--- src/design/esu_cfg.svh ---
`ifndef ESU_CFG_SVH
`define ESU_CFG_SVH
`define ESU_DATA_W 8
`define ESU_SEL_W 2
`define ESU_ENG_N 3
`define ESU_VAR_RST 8'h00
`define ESU_SEL_A 2'h0
`define ESU_SEL_B 2'h1
`define ESU_SEL_C 2'h2
`define ESU_SEL_REG 2'h3
`endif

--- src/design/esu_pkg.sv ---
package esu_pkg;
  typedef logic [7:0] esu_byte_t;
  typedef logic [1:0] esu_sel_t;
  typedef logic [1:0] esu_eng_t;
endpackage

--- src/design/esu_op_if.sv ---
`timescale 1ns/1ps
interface esu_op_if;
  logic imm_form;
  esu_pkg::esu_byte_t imm;
  esu_pkg::esu_byte_t opa;
  esu_pkg::esu_byte_t opb;
  esu_pkg::esu_byte_t diff;
  modport core (input imm_form, input imm, input opa, input opb, output diff);
  modport ctrl (output imm_form, output imm, output opa, output opb, input diff);
endinterface

--- src/design/esu_sub_core.sv ---
`timescale 1ns/1ps
module esu_sub_core (
  esu_op_if.core op
);
  // Minuend is the target in immediate form, first source otherwise.
  always_comb begin
    if (op.imm_form) begin
      op.diff = op.opa - op.imm;
    end else begin
      op.diff = op.opa - op.opb;
    end
  end
endmodule

--- src/design/esu_engine_subtract_unit.sv ---
`timescale 1ns/1ps
`include "esu_cfg.svh"
module esu_engine_subtract_unit (
  // Clock and reset.
  input wire logic i_ref_clk,
  input wire logic i_rst,
  // Instruction.
  input wire logic i_exec,
  input wire esu_pkg::esu_eng_t i_engine,
  input wire logic i_imm_form,
  input wire esu_pkg::esu_byte_t i_imm,
  input wire esu_pkg::esu_sel_t i_target,
  input wire esu_pkg::esu_sel_t i_src1,
  input wire esu_pkg::esu_sel_t i_src2,
  // Register-held operand.
  input wire esu_pkg::esu_byte_t i_reg_value,
  // Variables and completion.
  output logic [23:0] o_var_a,
  output logic [23:0] o_var_b,
  output esu_pkg::esu_byte_t o_var_c,
  output logic o_done
);
  typedef struct packed {
    logic [2:0][7:0] a;
    logic [2:0][7:0] b;
    logic [7:0] c;
    logic done;
  } esu_state_t;

  esu_state_t st_q;
  esu_state_t st_d;
  esu_op_if op ();

  // Shared decode for both source fields and the target read.
  // Engine code 3 indexes past the arrays here; the write logic never keeps that result.
  function automatic esu_pkg::esu_byte_t pick(input esu_state_t s, input esu_pkg::esu_sel_t sel,
                                              input esu_pkg::esu_eng_t e,
                                              input esu_pkg::esu_byte_t rv);
    if (sel == `ESU_SEL_A) begin
      pick = s.a[e];
    end else if (sel == `ESU_SEL_B) begin
      pick = s.b[e];
    end else if (sel == `ESU_SEL_C) begin
      pick = s.c;
    end else begin
      pick = rv;
    end
  endfunction

  esu_sub_core u_core (
    .op(op)
  );

  // Immediate form reads only the target; variable form ignores the constant.
  always_comb begin
    op.imm_form = i_imm_form;
    op.imm = i_imm;
    op.opa = i_imm_form ? pick(st_q, i_target, i_engine, i_reg_value)
                        : pick(st_q, i_src1, i_engine, i_reg_value);
    op.opb = pick(st_q, i_src2, i_engine, i_reg_value);
  end

  always_comb begin
    st_d = st_q;
    st_d.done = 1'b0;
    // Engine code 3 and target code 3 are not legal; neither changes a variable, but target code 3 still pulses done.
    if (i_exec && i_engine < 2'(`ESU_ENG_N)) begin
      st_d.done = 1'b1;
      // Only eight bits of the difference are kept, so a borrow past zero wraps to 255.
      if (i_target == `ESU_SEL_A) begin
        st_d.a[i_engine] = op.diff;
      end else if (i_target == `ESU_SEL_B) begin
        st_d.b[i_engine] = op.diff;
      end else if (i_target == `ESU_SEL_C) begin
        st_d.c = op.diff;
      end
    end
  end

  always_ff @(posedge i_ref_clk) begin
    if (i_rst) begin
      // Every variable, in every engine, starts from the same cleared value.
      st_q.a <= {3{`ESU_VAR_RST}};
      st_q.b <= {3{`ESU_VAR_RST}};
      st_q.c <= `ESU_VAR_RST;
      st_q.done <= 1'b0;
    end else begin
      st_q <= st_d;
    end
  end

  assign o_var_a = st_q.a;
  assign o_var_b = st_q.b;
  assign o_var_c = st_q.c;
  assign o_done = st_q.done;

  function automatic logic [7:0] old_val(input logic [23:0] va, input logic [23:0] vb,
                                         input logic [7:0] vc, input logic [1:0] sel,
                                         input logic [1:0] e, input logic [7:0] rv);
    if (sel == 2'h0) begin
      old_val = va[8*e +: 8];
    end else if (sel == 2'h1) begin
      old_val = vb[8*e +: 8];
    end else if (sel == 2'h2) begin
      old_val = vc;
    end else begin
      old_val = rv;
    end
  endfunction
endmodule

--- config.mk ---
export PLATFORM = sky130hd
export DESIGN_NAME = esu_engine_subtract_unit
export DESIGN_NICKNAME = d
export VERILOG_FILES = /design/src/design/esu_pkg.sv /design/src/design/esu_op_if.sv /design/src/design/esu_sub_core.sv /design/src/design/esu_engine_subtract_unit.sv
export VERILOG_INCLUDE_DIRS = /design/src /design/src/design
export SDC_FILE = /design/constraint.sdc
export NUM_CORES = 1
export LEC_CHECK = 0
export ABC_AREA = 1
export BUFFER_PORTS_ARGS = -buffer_cell sky130_fd_sc_hd__buf_2
export CAP_MARGIN = 10
export CORE_MARGIN = 5
export CORE_UTILIZATION = 30
export DETAILED_ROUTE_END_ITERATION = 6
export HOLD_SLACK_MARGIN = 0.06
export PLACE_DENSITY = 0.48
export SETUP_SLACK_MARGIN = 0.2
export SYNTH_ARGS = -nofsm -noshare
export SYNTH_HDL_FRONTEND = slang
export SYNTH_SLANG_ARGS = --single-unit
--- constraint.sdc ---
create_clock -name i_ref_clk -period 7.9 [get_ports i_ref_clk]
set_input_delay 0.395 -clock i_ref_clk [delete_from_list [all_inputs] [get_ports i_ref_clk]]
set_output_delay 0.395 -clock i_ref_clk [all_outputs]
set_load 0.05 [all_outputs]
==> reports/results.txt <==
fin crit period: 3880 ps
via count: 3892
Rel. slew slack: 33.7%
Critical Setup Path Class: primary input to flop
Post-Syn Area: 3480 µm²
CTS Buf Count: 9
worst clock skew: 4.70 ps
unrepaired setup endpoints after global routing: false
fraction of layout cells with a size suffix above 1: 20.2%
status: completed
crit path buf inv count: 4
CTS root buffer: clkbuf_16
Core ar.: 11400 µm²
P per Cell Area: 213 nW/µm²
part of the power in registers: 32.6%
slowest CP cell: nor2_1
die area: 13900 µm²
period utilization: 49.1%
final net count: 641
post-synthesis cell count: 527
Worst-Skew Late Latency: 340 ps
Worst setup EP type: flop
vias in the first global route: 3829
Clock Power Share: 46.7%
worst-margin pin slew: 993 ps
Max Cap Viol: 0
post-CTS setup buffers: 0
starting density of the core: 30.5%
syn nets: 563
Top Family by Delay on Critical Path: compound AO/OA/AOI/OAI gates
CP Launch Type: primary input
first-pass GRT wire length: 20.5 mm
fin. max-slew vios: 0
Yosys cell types: 31
GRT overflow: 0
diode count: 0
synthesis-stage register bit count: 57
Synth Area per Inst: 6.61 µm²
post_cts resized: 0
Sw Pwr: 0.284 mW
synthesis-to-layout area growth: 24.2%
Synth async-reset ratio: 0%
Hold Fails Final Rpt: 0
leakage power: 2.10 nW
Comb pwr share: 20.7%
Min-Delay Path Class: primary input to flop
worst path required time: 8180 ps
final cell count without fillers: 753
Site Rows: 39
Reg clk slew, reported paths: 50 ps
Post-synth EDFFs: 0
final core utilization: 37.9%
via/cell ratio: 5.17
Sw Share: 30.9%
TritonRoute pass-1 iters: 5
Primary FF master, synth: dfxtp_1
filler cell count: 1267
H-tree depth: 3
routability cong.: 0.812
f_max: 258 MHz
Final setup viols: 0
area of the multi-input gates: 1930 µm²
Starting DRT DRC Count: 435
commonest non-fill, non-tap cell in the layout: o21ai_0
CTS tree: yes
PortBufs: 84
num ports: 85
Routed Antenna Nets: 0
largest net degree at the start of global routing: 37
Pint: 0.635 mW
most frequent cells in the layout: o21ai_0 (103), buf_2 (84), inv_1 (76), nand2_1 (67), a21oi_1 (66)
drt total wl: 12.8 mm
dpl hpwl: 9.61 mm
max incr delay on CP: 740 ps
Die X: 118 µm
FF+latch area: 1140 µm²
total negative slack: 0 ps
Worst R2R Setup Slack: 4990 ps
clk sinks: 57
most frequent CP cell: a21oi_1
cell total after placement: 737
worst path cell trace: buf_2, nor2_1, inv_1, o221ai_1, a21oi_1, a21oi_1, ha_1, inv_1, fa_1, a21oi_1, o21ai_0, nand2_1, nand2_1, a21oi_1, xor2_1, o21ai_0, inv_1
antenna violations before repair: 0
CTS Hold Bufs: 0
number of remaining DRC errors: 0
Max IR drop VDD: 117 µV
YS warnings: 0
CP max FO: 12
crit path DAT: 4160 ps
clk buf depth: 2
die height: 118 µm
GRT Overall Usage: 18.5%
wire per inst: 17.0 µm
sequential share of the synthesized area: 32.8%
-- power groups by stage --
stage	registers [mW]	logic [mW]	clock network (mW)
global placement	0.306	0.189	0
detailed placement	0.306	0.190	0
CTS	0.300	0.191	0.439
finish	0.300	0.190	0.429
global route	0.301	0.212	0.450
floorplan	0.329	0.106	0
-- synthesized netlist by cell type, drive strengths merged, types with 2 or more instances --
cell type    n  area share (%)
o21ai      126              18
inv         87             9.4
nand2       68             7.4
a21oi       66             9.5
dfxtp       57              33
nor2        43             5.9
nand3       19             3.0
a22oi       11             2.4
buf         11             1.8
ha           7             2.5
clkbuf       6            0.65
o211ai       5             1.1
o221ai       4             1.0
xor2         4             1.0
o21a         3            0.65
a22o         2            0.50
o21bai       2            0.43
-- cell type report --
type,count,area share (%)
tap,143,4.14
sequential,57,26.4
timing repair buffer,84,9.72
inverter,87,7.55
clock buffer,11,5.84
multi-input combinational,366,44.6
clock inverter,5,1.79
-- worst min-delay path: cells and delay by family --
family | cells | cell delay (ps)
compound gates | 1 | 150
buf+inv | 1 | 70
simple gates | 1 | 110
-- metal layers --
metal	up-vias	routed length, µm	GRT usage (%)	part of all wire [%]
met2	155	5640	28.0	44
met5	-	0	0	0
met3	20	926	4.71	7.2
met4	0	306	7.24	2.4
met1	1790	5940	25.3	46
li1	1927	-	-	-
-- path summary, 6_finish.rpt --
| check | start | end | cells past startpoint |
|---|---|---|---|
| max reg2reg | o_var_a[8]$_SDFFE_PP0P_ | o_var_b[6]$_SDFFE_PP0P_ | 15 |
| min | i_exec | o_done$_SDFF_PP0_ | 3 |
| min reg2reg | o_var_a[1]$_SDFFE_PP0P_ | o_var_a[1]$_SDFFE_PP0P_ | 2 |
| max | i_engine[0] | o_var_b[6]$_SDFFE_PP0P_ | 17 |
-- registers in the layout (all words and copies together), names as in the netlist --
signal,count
o_var_b,24
o_done,1
o_var_a,24
o_var_c,8
-- cells by family (layout without fill, tap and decap cells) --
family                   count (synthesis)  after routing  share of synthesized area, %
AO/OA/AOI/OAI                          223            223                          34.8
flip-flops                              57             57                          32.8
AND/OR/NAND/NOR                        131            131                          16.5
adder cells (fa/ha/maj)                  8              8                          3.09
buffers and inverters                  104            187                          11.9
XOR/XNOR                                 4              4                          1.01
-- through the flow --
stage	power, mW	cell area (µm²)	hold WS [ps]	worst slack [ps]
after floorplan	0.434	3480	551	5110
after global placement	0.495	3990	501	3780
after detailed placement	0.496	3990	504	3620
after CTS	0.930	4320	446	3940
after global routing	0.963	4320	453	3430
final	0.919	4320	430	4020
(Power assumes the default switching activity.)
